**src/verilog/bof_defines.svh**
```systemverilog
// Offsets, field positions, reset values and cycle counts of the bit-op block
`ifndef BOF_DEFINES_SVH
`define BOF_DEFINES_SVH

// ----------------------------------------------------------------------------
// Register byte addresses and address region codes
// ----------------------------------------------------------------------------
`define BOF_ADDR_CMD        8'h00
`define BOF_ADDR_STATUS     8'h04
`define BOF_ADDR_FLAG       8'h08
`define BOF_ADDR_PC         8'h0c
`define BOF_IO_REGION       3'h2
`define BOF_GPR_REGION      1'h1

// ----------------------------------------------------------------------------
// Command word fields
// ----------------------------------------------------------------------------
`define BOF_CMD_OP_LSB      0
`define BOF_CMD_IDX_LSB     8
`define BOF_CMD_BIT_LSB     16
`define BOF_CMD_OFF_LSB     24
`define BOF_OP_COUNT        5'h12

// ----------------------------------------------------------------------------
// Status word fields
// ----------------------------------------------------------------------------
`define BOF_ST_BUSY         0
`define BOF_ST_ILLEGAL      1
`define BOF_ST_TAKEN        2
`define BOF_ST_REFUSED      3
`define BOF_ST_CYC_LSB      8

// ----------------------------------------------------------------------------
// Status flag bit positions
// ----------------------------------------------------------------------------
`define BOF_FLAG_C          0
`define BOF_FLAG_Z          1
`define BOF_FLAG_N          2
`define BOF_FLAG_V          3
`define BOF_FLAG_S          4
`define BOF_FLAG_H          5
`define BOF_FLAG_T          6
`define BOF_FLAG_I          7

// ----------------------------------------------------------------------------
// Reset values, cycle counts and response codes
// ----------------------------------------------------------------------------
`define BOF_FLAG_RESET      8'h00
`define BOF_PC_RESET        16'h0000
`define BOF_CYC_SHORT       4'h1
`define BOF_CYC_LONG        4'h2
`define BOF_RESP_OKAY       2'h0
`define BOF_RESP_SLVERR     2'h2

`endif

```
**src/verilog/bof_pkg.sv**
```systemverilog
// Types shared by the bit-op datapath
package bof_pkg;

    typedef enum logic [4:0] {
        op_nop,
        op_branch_if_interrupts_on,
        op_branch_if_interrupts_off,
        op_set_io_bit,
        op_clear_io_bit,
        op_logical_shift_left,
        op_logical_shift_right,
        op_rotate_left_through_carry,
        op_rotate_right_through_carry,
        op_arithmetic_shift_right,
        op_bit_store_to_transfer_flag,
        op_bit_load_from_transfer_flag,
        op_set_signed_flag,
        op_clear_signed_flag,
        op_set_overflow_flag,
        op_clear_overflow_flag,
        op_set_half_carry_flag,
        op_clear_half_carry_flag
    } bof_op_type;

    typedef enum logic [1:0] {
        st_idle,
        st_exec,
        st_wait
    } bof_state_type;

endpackage : bof_pkg

```
**src/verilog/bof_regfile.sv**
```systemverilog
// General register file with one write port and two registered read ports
`timescale 1ns/1ps

module bof_regfile #(
    parameter int WIDTH = 8,
    parameter int DEPTH = 32,
    parameter int AW    = 5
) (
    // Clock and reset
    input  wire logic             aclk,
    input  wire logic             aresetn,
    // Write port
    input  wire logic             wr_en,
    input  wire logic [AW-1:0]    wr_addr,
    input  wire logic [WIDTH-1:0] wr_data,
    // Read ports
    input  wire logic [AW-1:0]    a_addr,
    output logic      [WIDTH-1:0] a_data,
    input  wire logic [AW-1:0]    b_addr,
    output logic      [WIDTH-1:0] b_data
);

    logic [WIDTH-1:0] mem [DEPTH];

    always_ff @(posedge aclk) begin
        if (wr_en) begin
            mem[wr_addr] <= wr_data;
        end
    end

    // Read data registered; a read beside a write sees the old word
    always_ff @(posedge aclk) begin
        if (!aresetn) begin
            a_data <= '0;
            b_data <= '0;
        end else begin
            a_data <= mem[a_addr];
            b_data <= mem[b_addr];
        end
    end

endmodule : bof_regfile

```
**src/verilog/bof_datapath.sv**
```systemverilog
// Bit, shift, flag and interrupt-branch datapath with an AXI4-Lite port
// ----------------------------------------------------------------------------
// Notes on behaviour
// - Branch on interrupts on: pc plus offset plus one
// - Branch on interrupts off: pc plus offset plus one
// - Set I/O bit, two cycles, flags kept
// - Clear I/O bit, two cycles, flags kept
// - Shift left, zero in, flags Z C N V
// - Shift right, zero into bit 7, flags
// - Rotate left via carry, flags Z C N V
// - Rotate right via carry, flags Z C N V
// - Arithmetic right shift keeps bit 7, flags
// - Register bit copied into transfer flag only
// - Transfer flag copied into register bit
// - Set and clear signed flag alone
// - Set and clear overflow flag alone
// - Set and clear half carry flag alone
// ----------------------------------------------------------------------------
`timescale 1ns/1ps
`include "bof_defines.svh"

module bof_datapath
    import bof_pkg::*;
#(
    parameter int ADDR_W   = 8,
    parameter int PC_W     = 16,
    parameter int GPR_N    = 32,
    parameter int IO_N     = 8
) (
    // Clock and reset
    input  wire logic              aclk,
    input  wire logic              aresetn,
    // Write address channel
    input  wire logic [ADDR_W-1:0] awaddr,
    input  wire logic [2:0]        awprot,
    input  wire logic              awvalid,
    output logic                   awready,
    // Write data channel
    input  wire logic [31:0]       wdata,
    input  wire logic [3:0]        wstrb,
    input  wire logic              wvalid,
    output logic                   wready,
    // Write response channel
    output logic [1:0]             bresp,
    output logic                   bvalid,
    input  wire logic              bready,
    // Read address channel
    input  wire logic [ADDR_W-1:0] araddr,
    input  wire logic [2:0]        arprot,
    input  wire logic              arvalid,
    output logic                   arready,
    // Read data channel
    output logic [31:0]            rdata,
    output logic [1:0]             rresp,
    output logic                   rvalid,
    input  wire logic              rready
);

    // ------------------------------------------------------------------------
    // State
    // ------------------------------------------------------------------------
    bof_state_type     state;
    bof_op_type        op_q;
    logic [4:0]        idx_q;
    logic [2:0]        bit_q;
    logic [6:0]        off_q;
    logic [7:0]        flag;
    logic [PC_W-1:0]   pc;
    logic [7:0]        io_reg [IO_N];
    logic              illegal;
    logic              refused;
    logic              taken_q;
    logic [3:0]        cycles_q;
    logic              aw_have;
    logic              w_have;
    logic [ADDR_W-1:0] waddr_q;
    logic [31:0]       wdata_q;
    logic [ADDR_W-1:0] raddr_q;
    logic [1:0]        rd_stage;
    logic [7:0]        opnd;
    logic [7:0]        gpr_rd;

    // ------------------------------------------------------------------------
    // Write path decode
    // ------------------------------------------------------------------------
    logic fire;
    logic busy;
    logic sel_cmd;
    logic sel_flag;
    logic sel_pc;
    logic sel_io;
    logic sel_gpr;
    logic launch;
    logic legal_op;
    logic w_ok;

    assign fire     = aw_have && w_have && !bvalid;
    assign busy     = (state != st_idle);
    assign sel_cmd  = (waddr_q == `BOF_ADDR_CMD);
    assign sel_flag = (waddr_q == `BOF_ADDR_FLAG);
    assign sel_pc   = (waddr_q == `BOF_ADDR_PC);
    assign sel_io   = (waddr_q[7:5] == `BOF_IO_REGION);
    assign sel_gpr  = (waddr_q[7] == `BOF_GPR_REGION);
    assign legal_op = (wdata_q[`BOF_CMD_OP_LSB +: 5] < `BOF_OP_COUNT);
    assign launch   = fire && sel_cmd && !busy && legal_op;
    // Writes while an operation runs are refused rather than queued
    assign w_ok     = !busy && (sel_cmd || sel_flag || sel_pc || sel_io
                                || sel_gpr);

    // ------------------------------------------------------------------------
    // Execute stage
    // ------------------------------------------------------------------------
    logic [7:0]      res;
    logic [7:0]      next_flag;
    logic            carry;
    logic            gpr_we;
    logic            io_we;
    logic            io_val;
    logic            long_op;
    logic            shift_op;
    logic [PC_W-1:0] next_pc;

    always_comb begin
        res       = opnd;
        carry     = flag[`BOF_FLAG_C];
        next_flag = flag;
        gpr_we    = 1'b0;
        io_we     = 1'b0;
        io_val    = 1'b0;
        long_op   = 1'b0;
        shift_op  = 1'b0;
        unique case (op_q)
            op_nop: begin
            end
            op_branch_if_interrupts_on: begin
                long_op = flag[`BOF_FLAG_I];
            end
            op_branch_if_interrupts_off: begin
                long_op = !flag[`BOF_FLAG_I];
            end
            op_set_io_bit: begin
                io_we   = 1'b1;
                io_val  = 1'b1;
                long_op = 1'b1;
            end
            op_clear_io_bit: begin
                io_we   = 1'b1;
                io_val  = 1'b0;
                long_op = 1'b1;
            end
            op_logical_shift_left: begin
                res      = {opnd[6:0], 1'b0};
                carry    = opnd[7];
                shift_op = 1'b1;
            end
            op_logical_shift_right: begin
                res      = {1'b0, opnd[7:1]};
                carry    = opnd[0];
                shift_op = 1'b1;
            end
            op_rotate_left_through_carry: begin
                res      = {opnd[6:0], flag[`BOF_FLAG_C]};
                carry    = opnd[7];
                shift_op = 1'b1;
            end
            op_rotate_right_through_carry: begin
                res      = {flag[`BOF_FLAG_C], opnd[7:1]};
                carry    = opnd[0];
                shift_op = 1'b1;
            end
            op_arithmetic_shift_right: begin
                res      = {opnd[7], opnd[7:1]};
                carry    = opnd[0];
                shift_op = 1'b1;
            end
            op_bit_store_to_transfer_flag: begin
                next_flag[`BOF_FLAG_T] = opnd[bit_q];
            end
            op_bit_load_from_transfer_flag: begin
                res[bit_q] = flag[`BOF_FLAG_T];
                gpr_we     = 1'b1;
            end
            op_set_signed_flag: begin
                next_flag[`BOF_FLAG_S] = 1'b1;
            end
            op_clear_signed_flag: begin
                next_flag[`BOF_FLAG_S] = 1'b0;
            end
            op_set_overflow_flag: begin
                next_flag[`BOF_FLAG_V] = 1'b1;
            end
            op_clear_overflow_flag: begin
                next_flag[`BOF_FLAG_V] = 1'b0;
            end
            op_set_half_carry_flag: begin
                next_flag[`BOF_FLAG_H] = 1'b1;
            end
            op_clear_half_carry_flag: begin
                next_flag[`BOF_FLAG_H] = 1'b0;
            end
            default: begin
            end
        endcase
        // Shared flag update of all five shifts; S is left alone
        if (shift_op) begin
            gpr_we                 = 1'b1;
            next_flag[`BOF_FLAG_Z] = (res == 8'h00);
            next_flag[`BOF_FLAG_C] = carry;
            next_flag[`BOF_FLAG_N] = res[7];
            next_flag[`BOF_FLAG_V] = res[7] ^ carry;
        end
    end

    // Taken branches go to pc + k + 1, everything else to pc + 1
    logic is_branch;
    assign is_branch = (op_q == op_branch_if_interrupts_on)
                    || (op_q == op_branch_if_interrupts_off);
    assign next_pc   = (is_branch && long_op)
                     ? pc + {{(PC_W-7){off_q[6]}}, off_q}
                          + {{(PC_W-1){1'b0}}, 1'b1}
                     : pc + {{(PC_W-1){1'b0}}, 1'b1};

    // ------------------------------------------------------------------------
    // Sequencer
    // ------------------------------------------------------------------------
    always_ff @(posedge aclk) begin
        if (!aresetn) begin
            state    <= st_idle;
            op_q     <= op_nop;
            idx_q    <= 5'h00;
            bit_q    <= 3'h0;
            off_q    <= 7'h00;
            taken_q  <= 1'b0;
            cycles_q <= 4'h0;
        end else begin
            unique case (state)
                st_idle: begin
                    if (launch) begin
                        op_q  <= bof_op_type'(wdata_q[`BOF_CMD_OP_LSB +: 5]);
                        idx_q <= wdata_q[`BOF_CMD_IDX_LSB +: 5];
                        bit_q <= wdata_q[`BOF_CMD_BIT_LSB +: 3];
                        off_q <= wdata_q[`BOF_CMD_OFF_LSB +: 7];
                        state <= st_exec;
                    end
                end
                st_exec: begin
                    taken_q  <= is_branch && long_op;
                    cycles_q <= long_op ? `BOF_CYC_LONG
                                        : `BOF_CYC_SHORT;
                    state    <= long_op ? st_wait : st_idle;
                end
                st_wait: begin
                    state <= st_idle;
                end
            endcase
        end
    end

    // ------------------------------------------------------------------------
    // Status flags and program counter
    // ------------------------------------------------------------------------
    always_ff @(posedge aclk) begin
        if (!aresetn) begin
            flag <= `BOF_FLAG_RESET;
        end else if (state == st_exec) begin
            flag <= next_flag;
        end else if (fire && sel_flag && !busy && wstrb[0]) begin
            flag <= wdata_q[7:0];
        end
    end

    always_ff @(posedge aclk) begin
        if (!aresetn) begin
            pc <= `BOF_PC_RESET;
        end else if (state == st_exec) begin
            pc <= next_pc;
        end else if (fire && sel_pc && !busy) begin
            pc <= wdata_q[PC_W-1:0];
        end
    end

    // Error bits hold until the next command write, which rewrites both
    always_ff @(posedge aclk) begin
        if (!aresetn) begin
            illegal <= 1'b0;
            refused <= 1'b0;
        end else if (fire && sel_cmd) begin
            illegal <= !busy && !legal_op;
            refused <= busy;
        end
    end

    // ------------------------------------------------------------------------
    // I/O registers, one per entry
    // ------------------------------------------------------------------------
    genvar gi;
    generate
        for (gi = 0; gi < IO_N; gi++) begin : g_io
            always_ff @(posedge aclk) begin
                if (!aresetn) begin
                    io_reg[gi] <= 8'h00;
                end else if (state == st_exec && io_we
                             && idx_q[2:0] == 3'(gi)) begin
                    io_reg[gi][bit_q] <= io_val;
                end else if (fire && sel_io && !busy && wstrb[0]
                             && waddr_q[4:2] == 3'(gi)) begin
                    io_reg[gi] <= wdata_q[7:0];
                end
            end
        end
    endgenerate

    // ------------------------------------------------------------------------
    // General registers
    // ------------------------------------------------------------------------
    logic       rf_we;
    logic [4:0] rf_waddr;
    logic [7:0] rf_wdata;

    // Bus writes only land while idle, so they never meet a write-back
    assign rf_we    = (state == st_exec && gpr_we)
                   || (fire && sel_gpr && !busy && wstrb[0]);
    assign rf_waddr = (state == st_exec) ? idx_q : waddr_q[6:2];
    assign rf_wdata = (state == st_exec) ? res : wdata_q[7:0];

    bof_regfile #(
        .WIDTH (8),
        .DEPTH (GPR_N),
        .AW    (5)
    ) u_regfile (
        .aclk    (aclk),
        .aresetn (aresetn),
        .wr_en   (rf_we),
        .wr_addr (rf_waddr),
        .wr_data (rf_wdata),
        .a_addr  (wdata_q[`BOF_CMD_IDX_LSB +: 5]),
        .a_data  (opnd),
        .b_addr  (raddr_q[6:2]),
        .b_data  (gpr_rd)
    );

    // ------------------------------------------------------------------------
    // AXI4-Lite write side
    // ------------------------------------------------------------------------
    always_ff @(posedge aclk) begin
        if (!aresetn) begin
            aw_have <= 1'b0;
            awready <= 1'b0;
            waddr_q <= '0;
        end else if (awvalid && awready) begin
            aw_have <= 1'b1;
            awready <= 1'b0;
            waddr_q <= {awaddr[ADDR_W-1:2], 2'b00};
        end else if (bvalid && bready) begin
            aw_have <= 1'b0;
            awready <= 1'b1;
        end else if (!aw_have) begin
            awready <= 1'b1;
        end
    end

    always_ff @(posedge aclk) begin
        if (!aresetn) begin
            w_have  <= 1'b0;
            wready  <= 1'b0;
            wdata_q <= 32'h0000_0000;
        end else if (wvalid && wready) begin
            w_have  <= 1'b1;
            wready  <= 1'b0;
            wdata_q <= wdata & {{8{wstrb[3]}}, {8{wstrb[2]}},
                                {8{wstrb[1]}}, {8{wstrb[0]}}};
        end else if (bvalid && bready) begin
            w_have <= 1'b0;
            wready <= 1'b1;
        end else if (!w_have) begin
            wready <= 1'b1;
        end
    end

    always_ff @(posedge aclk) begin
        if (!aresetn) begin
            bvalid <= 1'b0;
            bresp  <= `BOF_RESP_OKAY;
        end else if (fire) begin
            bvalid <= 1'b1;
            bresp  <= (w_ok && !(sel_cmd && !legal_op)) ? `BOF_RESP_OKAY
                                                       : `BOF_RESP_SLVERR;
        end else if (bready) begin
            bvalid <= 1'b0;
        end
    end

    // ------------------------------------------------------------------------
    // AXI4-Lite read side; two cycles to let the register file answer
    // ------------------------------------------------------------------------
    always_ff @(posedge aclk) begin
        if (!aresetn) begin
            arready  <= 1'b0;
            raddr_q  <= '0;
            rd_stage <= 2'h0;
            rvalid   <= 1'b0;
            rdata    <= 32'h0000_0000;
            rresp    <= `BOF_RESP_OKAY;
        end else if (arvalid && arready) begin
            arready  <= 1'b0;
            raddr_q  <= {araddr[ADDR_W-1:2], 2'b00};
            rd_stage <= 2'h1;
        end else if (rd_stage == 2'h1) begin
            rd_stage <= 2'h2;
        end else if (rd_stage == 2'h2) begin
            rd_stage <= 2'h0;
            rvalid   <= 1'b1;
            rresp    <= `BOF_RESP_OKAY;
            if (raddr_q == `BOF_ADDR_STATUS) begin
                rdata <= {20'h00000, cycles_q, 4'h0, refused, taken_q,
                          illegal, busy};
            end else if (raddr_q == `BOF_ADDR_FLAG) begin
                rdata <= {24'h000000, flag};
            end else if (raddr_q == `BOF_ADDR_PC) begin
                rdata <= {{(32-PC_W){1'b0}}, pc};
            end else if (raddr_q[7:5] == `BOF_IO_REGION) begin
                rdata <= {24'h000000, io_reg[raddr_q[4:2]]};
            end else if (raddr_q[7] == `BOF_GPR_REGION) begin
                rdata <= {24'h000000, gpr_rd};
            end else begin
                rdata <= 32'h0000_0000;
                rresp <= (raddr_q == `BOF_ADDR_CMD) ? `BOF_RESP_OKAY
                                                    : `BOF_RESP_SLVERR;
            end
        end else if (rvalid && rready) begin
            rvalid  <= 1'b0;
            arready <= 1'b1;
        end else if (!rvalid && rd_stage == 2'h0) begin
            arready <= 1'b1;
        end
    end

endmodule : bof_datapath

```
**config.mk**
```make
export PLATFORM = sky130hd
export DESIGN_NAME = bof_datapath
export DESIGN_NICKNAME = d
export VERILOG_FILES = /design/src/verilog/bof_pkg.sv /design/src/verilog/bof_regfile.sv /design/src/verilog/bof_datapath.sv
export VERILOG_INCLUDE_DIRS = /design/src /design/src/verilog
export SDC_FILE = /design/constraint.sdc
export NUM_CORES = 1
export LEC_CHECK = 0
export BUFFER_PORTS_ARGS = -buffer_cell sky130_fd_sc_hd__buf_2
export CORE_MARGIN = 1
export CORE_UTILIZATION = 40
export CTS_CLUSTER_SIZE = 12
export DETAILED_ROUTE_END_ITERATION = 12
export GPL_TIMING_DRIVEN = 0
export PLACE_DENSITY = 0.59
export SYNTH_ARGS = -nofsm -noshare
export SYNTH_HDL_FRONTEND = slang
export SYNTH_SLANG_ARGS = --single-unit
```
**constraint.sdc**
```tcl
create_clock -name aclk -period 4.41 [get_ports aclk]
set_clock_uncertainty 0.1 [all_clocks]
set_input_delay 0.2205 -clock aclk [delete_from_list [all_inputs] [get_ports aclk]]
set_output_delay 0.2205 -clock aclk [all_outputs]
set_load 0.05 [all_outputs]
```
Word level (Yosys, flattened, before mapping). Memory sizes are Yosys's and may differ from the RTL's. A register that Yosys moved wholly into a read port is not among the register bits. Cells that the tools add are included. Widths: inputs -> output; s select.

Flip-flop bits (word level): 141. Latch bits: 0. Memory bits (writable): 320. Memory bits (read-only): 0. Input port bits: 65. Word-level logic and storage cells: 564. Memories kept: 2.

Add/sub/neg operators: 3. $mul: 0. Divide/modulo/power cells: 0. Order comparisons: 3. Equal/unequal tests: 50. Shift operators: 0. Multiplexer cells: 246. Bitwise logic cells: 135. Reduce and logical (&&, ||, !) cells: 94.

Memory list: u_regfile.mem (words 32, bits a word 8, read ports 2, clocked after Yosys merged registers in 2, write ports 1, line bof_regfile.sv:23) `logic [WIDTH-1:0] mem [DEPTH];`; io_reg (words 8, bits a word 8, read ports 1, clocked after Yosys merged registers in 1, write ports 8, line bof_datapath.sv:69) `logic [7:0] io_reg [IO_N];`.

Operators by type and width (number): $mux 1 (201); $or 1x1->1 (128); $mux 16 (6); $mux 8 (11); $pmux 8 s6 (1); $logic_and 1x1->1 (46); $eq 5x4->1 const B (8); $add 16x1->16 const B (2); $and 31x31->31 (1); $eq 3x3->1 const B (8); $eq 6x2->1 const B (4); $logic_not 8->1 (3); $mux 2 (12); $eq 5x3->1 const B (4); $eq 3x2->1 const B (6); $reduce_bool 2->1 (9); $add 16x16->16 (1); $mux 7 (2); $reduce_and 2->1 (7); $eq 5x2->1 const B (2); $eq 5x5->1 const B (2); $reduce_or 2->1 (5); $reduce_and 3->1 (3); $bwmux 8 (1); 29 further kinds (58).

Longest topological paths before layout. Gate-level depths: netlist (run 1).

Word-level depth: 11. Gate-level depth with buffers: 11. Mapped depth without buffers: 10.

Modules after synthesis. A second synthesis (run 1) with hierarchy kept.

Cells, all modules: 1749. Area, all modules: 23442.5 um^2.

Modules (own cells, without submodules): bof_regfile (times used 1, cells each 612, area each 12673.4 um^2, seq. area each 8007.7 um^2); bof_datapath (times used 1, cells each 1137, area each 10769.1 um^2, seq. area each 4304.1 um^2).

Least setup slack after synthesis (run 1). No wires, ideal clock.

Kind: register to register. Start: register op_q[3]. End: memory u_regfile.mem[0][6] (data pin). Data arrival time: 2.413 ns. Data required time: 3.933 ns. Slack: 1.520 ns. Stages on the path, launching flop included: 7. Buffers on the path: 1. Clock period less this slack: 2.890 ns. Path through: dfxtp_1 > buf_2 > or3b_2 > nor2_1 > a21o_1 > a221oi_1 > a21oi_1.

Word-level cells in the longest chain between the ends: 3. Elaborated cells on any way between the ends: 8. Classes of those cells: eq/ne: 6; mux: 2.

Ends and longest elaborated chain: from (decl) (line bof_datapath.sv:63) `bof_op_type op_q;`; from (signal assigned) (line bof_datapath.sv:229) `op_q <= op_nop;`; from (signal assigned) (line bof_datapath.sv:239) `` op_q <= bof_op_type'(wdata_q[`BOF_CMD_OP_LSB +: 5]); ``; $eq 5x4->1 or $eq 5x3->1 (tied branches) (line bof_datapath.sv:132) `unique case (op_q)`; $pmux 8 s6 (*) (line bof_datapath.sv:132); $mux 8 (*) (line bof_datapath.sv:324) `assign rf_wdata = (state == st_exec) ? res : wdata_q[7:0];`; via rf_wdata[6] (line bof_datapath.sv:318) `logic [7:0] rf_wdata;`; to (decl) (line bof_regfile.sv:23).

The timed path passes the listed nets; every way through them passes the cells marked *.

Worst setup path in the final report (run 1).
Start: register state[1]. End: memory u_regfile.mem[10][1] (data pin).

Word-level cells in the longest chain between the ends: 2.

Ends and longest elaborated chain: from (decl) (line bof_datapath.sv:62) `bof_state_type state;`; from (signal assigned) (line bof_datapath.sv:228) `state <= st_idle;`; from (signal assigned) (line bof_datapath.sv:243) `state <= st_exec;`; from (signal assigned) (line bof_datapath.sv:250) `state <= long_op ? st_wait : st_idle;`; $eq 2x1->1 (line bof_datapath.sv:324); $mux 8 (line bof_datapath.sv:324); via rf_wdata[1] (line bof_datapath.sv:318).

The timed path passes the listed nets, and every way through them passes these cells.

==> results of run 1 <==
==> final timing paths <==
check | to | depth (start not counted)
worst max register to register | u_regfile.mem[10][1]$_DFFE_PP_ | 8
worst max-delay path | u_regfile.mem[10][1]$_DFFE_PP_ | 8
worst min-delay path | io_reg[7][5]$_DFFE_PP_ | 4
worst min register to register | rdata[14]$_SDFFE_PN0P_ | 2
==> layout by cell type (no fill, tap or decap), types with 55 or more instances in the layout <==
master,n
a21oi_1,103
nor2_1,119
clkbuf_1,108
o21ai_0,100
dfxtp_1,135
edfxtp_1,320
dlygate4sd3_1,55
a22o_1,88
buf_2,96
nand2_1,143
mux4_2,177
==> through the flow <==
stage          instances  power, mW  setup slack, ns
6_report            2715       10.1            0.373
2_1_floorplan       1737       5.54             1.52
3_5_place_dp        2570       5.99            0.490
5_1_grt             2715       10.4            0.307
3_3_place_gp        2564       5.93           -0.851
4_1_cts             2715       10.1            0.488
==> routing by layer <==
metal,routed length [um],part of all wire (%),vias up
met5,13,0.018,-
met4,2320,3.2,2
met3,5980,8.3,136
met2,34500,48,848
met1,29300,41,8498
li1,-,-,7183
==> worst min-delay path: stages <==
cell,delay (ns)
buf_2,0.15
clkinv_1,0.17
nor2_2,0.13
o21ai_0,0.10
==> cells by family (layout without fill, tap and decap cells) <==
family                     Yosys count  count (layout)
AOI/OAI and AO/OA                  409             409
adders and majority gates           23              23
other                                1              18
buffers and inverters              167             389
and+or+nand+nor                    426             426
xor gates and xnor gates            18              18
muxes                              221             221
DFF                                455             455
==> area by class of cell <==
class                           instances  area (um^2)  share of cell area [%]
Clock buffer                           78         1450                    5.46
Inverter                               22         82.6                   0.311
Timing Repair Buffer                  132         1010                    3.82
Clock inverter                         12          149                   0.562
Tap cell                              756          946                    3.57
Sequential cell                       455        12300                    46.4
Multi-Input combinational cell       1115         9900                    37.4
Buffer                                145          662                    2.50
==> power by group <==
part / switching, mW / internal, mW
clock network: 1.80 / 2.33
registers: 0.0814 / 4.74
logic: 0.727 / 0.405
==> results.md, run 1 <==
* Crit path launch: state[1]$_SDFFE_PN0P_
* Design area at 26500 um^2
* Synthesized instance count at 1720
* Worst-Margin Slew at 1.29 ns
* Pwr dens at 380 nW/um^2
* CP delay by family, top: buffers and inverters
* Top-count cell post-synth: edfxtp_1
* Tmin final at 4.04 ns
* Cell repeated most along the worst path: clkbuf_1
* Die Ht at 241 um
* Xor-xnor portion of the synthesized cell area at 0.690%
* Pin count of the biggest net entering global routing at 33
* Die Wd at 241 um
* Yosys cell types at 84
* FP Rows at 87
* Synth Area per Inst at 13.3 um^2
* DR iter-0 viols at 2071
* Critical path class: flip-flop to flip-flop
* Synth Cell Area at 22800 um^2
* CTS root buf: clkbuf_16
* Met3 usage at 4.09%
* Initial DRT Pass Iterations at 8
* CP Capture Type: flip-flop
* Core Region at 56400 um^2
* Final WL at 72.1 mm
* Nets@finish at 2007
* Total Routing Usage GR at 25.0%
* Final Hold Viols at 0
* CP cell instances: inv_1, ha_1, clkbuf_1, buf_1, clkbuf_1, clkbuf_1, a21oi_2, buf_8
* Clk buf depth at 3
* EDFF count, synth at 320
* Setup TNS at 0 ns
* Largest family of logic cells by synthesized area: multiplexers
* Outcome: completed
* Post-CTS setup buffers at 0
* Flop2flop setup slack at 0.37 ns
* Cts bufs inserted at 49
* Final hold slack at 0.199 ns
* Share of layout cells above drive strength 1 at 22.3%
* Starting density of the core at 40.5%
* Top FF cell, synth: edfxtp_1
* VDD IR max at 0.000356 V
* Total congestion overflow at 0
* Slowest cell on crit path: clkbuf_1
* Clk slew on worst S/H paths at 0.06 ns
* # DRC at 0
* M2 GR Usage at 40.4%
* Buffers & Inverters on Critical Path at 6
* Area grow syn2layout at 16.1%
* Die area at 58100 um^2
* Max stage delay on crit path at 0.84 ns
* Post-synth top area share at 42.1%
* Ys Warns at 0
* Synth Register Bits at 455
* RD Place Congestion at 0.929
* Max_cap viols at 0
* H-tree depth at 2
* Critical R2R Launch: state[1]$_SDFFE_PN0P_
* RSZ-0062 raised after global routing: false
* I/O pin total at 106
* Synth top area cells: edfxtp_1, mux4_2, dfxtp_1
* PortBufs at 71
* FFs w/ async S/R, synth at 0%
* # clock sinks at 455
* CTS tree: done
* Final Setup Violations at 0
* Worst Hold Launch: aresetn
* Adder-Cell Fraction of Synth Area at 1.28%
* Drt wl/cell at 26.5 um
* Crit-path max FO at 19
* Crit path DAT at 4.28 ns
* First-pass GRT wire length at 106 mm
* Slew headroom at 13.1%
* CP startpoint kind: flip-flop
* Global routing's busiest layer: met2
* Post-synth top cells: edfxtp_1, mux4_2, nand2_1, dfxtp_1, nor2_1
* Slew Limit Fails at 0
* Final worst-path cycle share at 91.5%
* Register area share after synthesis at 53.9%
* Global Route met1 Usage at 34.1%
* Vias in the first global route at 16096
* Post-Synth Simple-Gate Area at 9.01%
* CTS Hold Bufs at 55
* Initial antenna violation count at 1
* Antenna diodes at 0
* Lkg Pwr at 8.68 nW
* Synth Area in Compound Gates at 12.3%
* Cell taking the most area after synthesis: edfxtp_1
* Clock Latency Late Sink at 0.63 ns
* Max FFs per register at 256
* Final Util at 47.0%
* Hold WC Path Type: input port to flip-flop
* Detailed-route via count at 16667
* Max Freq at 0.248 GHz
* CP Data Required Time at 4.66 ns
* Dpl hpwl at 52.6 mm
* Placed Area at 24400 um^2
* Mux contribution to synthesized area at 19.5%
* Via density at 6.14
* Resize count post-CTS at 0
* Routed Antenna Nets at 0
* Layout filler cell count at 5121
(Power assumes the default switching activity.)
==> run 2, diff against run 1 <==
CORE_MARGIN = 8   (was 1)
CORE_UTILIZATION = 55   (was 40)
PLACE_DENSITY = 0.76   (was 0.59)
==> run 2 against run 1 <==
  * Worst setup slack improved by 0.0068 ns
  * Die area fell by 17%
  * Clock-buffer cell count fell by 5
  * First-iteration DRC count rose by 18%
  * Flip-flop and latch count did not move
  * Critical path type unchanged
  * Largest cell class unchanged
  * Largest power group unchanged
==> results.md, run 2 (synthesized netlist as in run 1, its figures left out) <==
* Outcome: completed
* Cell repeated most along the worst path: clkbuf_1
* Die Ht at 220 um (-8.8%)
* # DRC at 0 (unchanged)
* Max stage delay on crit path at 0.74 ns (-0.10 ns)
* Crit path launch: state[1]$_SDFFE_PN0P_
* Starting density of the core at 55.8% (+15 points)
* Routed Antenna Nets at 0 (unchanged)
* Crit path DAT at 4.26 ns (-0.02 ns)
* Nets@finish at 2005 (-0.10%)
* Drt wl/cell at 28.9 um (+8.7%)
* Die Wd at 220 um (-8.8%)
* Lkg Pwr at 8.62 nW (-0.74%)
* Pin count of the biggest net entering global routing at 33 (unchanged)
* # clock sinks at 455 (unchanged)
* DR iter-0 viols at 2435 (+18%)
* Die area at 48300 um^2 (-17%)
* Initial antenna violation count at 2 (+1)
* RD Place Congestion at 0.979 (+5.4%)
* Dpl cells at 2346 (-8.7%)
* Clock Latency Late Sink at 0.60 ns (-0.03 ns)
* Clk buf depth at 3 (unchanged)
* Crit-path max FO at 17 (-2)
* Setup TNS at 0 ns (unchanged)
* Pre-CTS WS at 0.544 ns (+0.0544 ns)
* Crit path to: u_regfile.mem[13][5]$_DFFE_PP_
* CP Data Required Time at 4.64 ns (-0.02 ns)
* CTS tree: done
* FP Rows at 74 (-15%)
* First-pass GRT wire length at 106 mm (+0.43%)
* Slowest cell on crit path: clkbuf_1
* Design area at 26100 um^2 (-1.6%)
* Cts bufs inserted at 48 (-2.0%)
* Resize count post-CTS at 0 (unchanged)
* Clk slew on worst S/H paths at 0.06 ns (about the same)
* Critical R2R Launch: state[1]$_SDFFE_PN0P_
* Most frequent cells in the layout: edfxtp_1, mux4_2, nand2_1
* Most common cell after layout, fill and taps aside: edfxtp_1
* CP startpoint kind: flip-flop
* Total Routing Usage GR at 29.5% (+4.6 points)
* Area grow syn2layout at 14.2%
* Final Hold Viols at 0 (unchanged)
* Detailed-route via count at 17055 (+2.3%)
* Reg2Reg Depth at 8 (unchanged)
* Layout filler cell count at 3001 (-41%)
* Final Setup Violations at 0 (unchanged)
* Final Util at 63.7% (+17 points)
* Vias in the first global route at 16686 (+3.7%)
* CP cell instances: inv_1, ha_1, clkbuf_1, buf_1, clkbuf_1, clkbuf_1, a21oi_2, buf_8
* Via density at 6.86 (+12%)
* Flop2flop setup slack at 0.38 ns (about the same)
* Critical path class: flip-flop to flip-flop
* Worst Hold Launch: awvalid
* RSZ-0062 raised after global routing: false
* Pwr dens at 377 nW/um^2 (-0.84%)
* Final WL at 71.7 mm (-0.48%)
* Core Region at 40900 um^2 (-27%)
* VDD IR max at 0.000342 V (-3.7%)
* Max Freq at 0.248 GHz (+0.17%)
* Setup ws final at 0.380 ns (+0.00681 ns)
* CTS root buf: clkbuf_16
* Dpl hpwl at 51.0 mm (-3.0%)
* Tmin final at 4.03 ns (-0.00681 ns)
* Total congestion overflow at 0 (unchanged)
* Final worst-path cycle share at 91.4% (-0.15 points)
* Max_cap viols at 0 (unchanged)
* Max FFs per register at 256 (unchanged)
* Slew Limit Fails at 0 (unchanged)
* CP Capture Type: flip-flop
* Slew headroom at 19.5% (+6.5 points)
* Placed Area at 24100 um^2 (-1.3%)
* Share of layout cells above drive strength 1 at 22.0% (-0.22 points)
* H-tree depth at 2 (unchanged)
* Post-Layout Cell Count at 2485 (-8.5%)
* Final hold slack at 0.0997 ns (-0.0989 ns)
* Hold WC Path Type: input port to flip-flop
* PortBufs at 71 (unchanged)
* I/O pin total at 106 (unchanged)
* Initial DRT Pass Iterations at 7 (-1)
* Worst-Margin Slew at 1.20 ns (-0.0961 ns)
* Total power of the final layout at 9.84 mW (-2.5%)
* RR Endpoint: u_regfile.mem[13][5]$_DFFE_PP_
-- run 2: cell types whose count changed in the layout (fill, tap and decap cells not counted), sizes merged --
cell and delta:
clkbuf -5, clkinv -1, diode +2, dlygate4sd3 -1
inv -1
-- run 2: cell type report --
type                            count  area [um^2]  share of cell area (%)
Timing Repair Buffer              131          986                    3.78
Clock buffer                       73         1400                    5.35
Sequential cell                   455        12300                    47.2
Clock inverter                     10         87.6                   0.336
Multi-Input combinational cell   1115         9890                    37.9
Buffer                            145          662                    2.54
Inverter                           22         82.6                   0.317
Antenna cell                        2         5.00                  0.0192
Tap cell                          532          666                    2.55
-- run 2: worst min path at each step --
stage | endpoint | slack, ns | cells after the start
floorplan | wdata_q[0]$_SDFFE_PN0P_ | 0.25 | 1
detailed placement | wdata_q[4]$_SDFFE_PN0P_ | 0.34 | 2
finish | aw_have$_SDFFE_PN0P_ | 0.1 | 3
global placement | wdata_q[30]$_SDFFE_PN0P_ | 0.33 | 2
CTS | aw_have$_SDFFE_PN0P_ | 0.08 | 3
global route | aw_have$_SDFFE_PN0P_ | 0.13 | 3
-- run 2: per-layer routing --
layer  wire length, um  global-route usage (%)
met1             26000                    38.6
met2             33100                    45.9
met3              8900                    7.80
met4              3660                    13.8
met5                 0                       0
-- run 2: worst max-delay path, delay by kind of cell, from the launching register on --
family	cells	cell delay [ns]
AOI/OAI and AO/OA	1	0.47
adders and majority gates	1	0.15
buffers and inverters	6	2.73
DFF	1	0.30
-- run 2: where the power goes --
part	switching, mW	internal [mW]
combinational	0.726	0.397
clock	1.67	2.22
sequential	0.0812	4.74
-- run 2: what timing repair did --
item,in CTS,in global routing
hold buffers,54,0
setup buffers,0,0
hold endpoints to repair,48,0
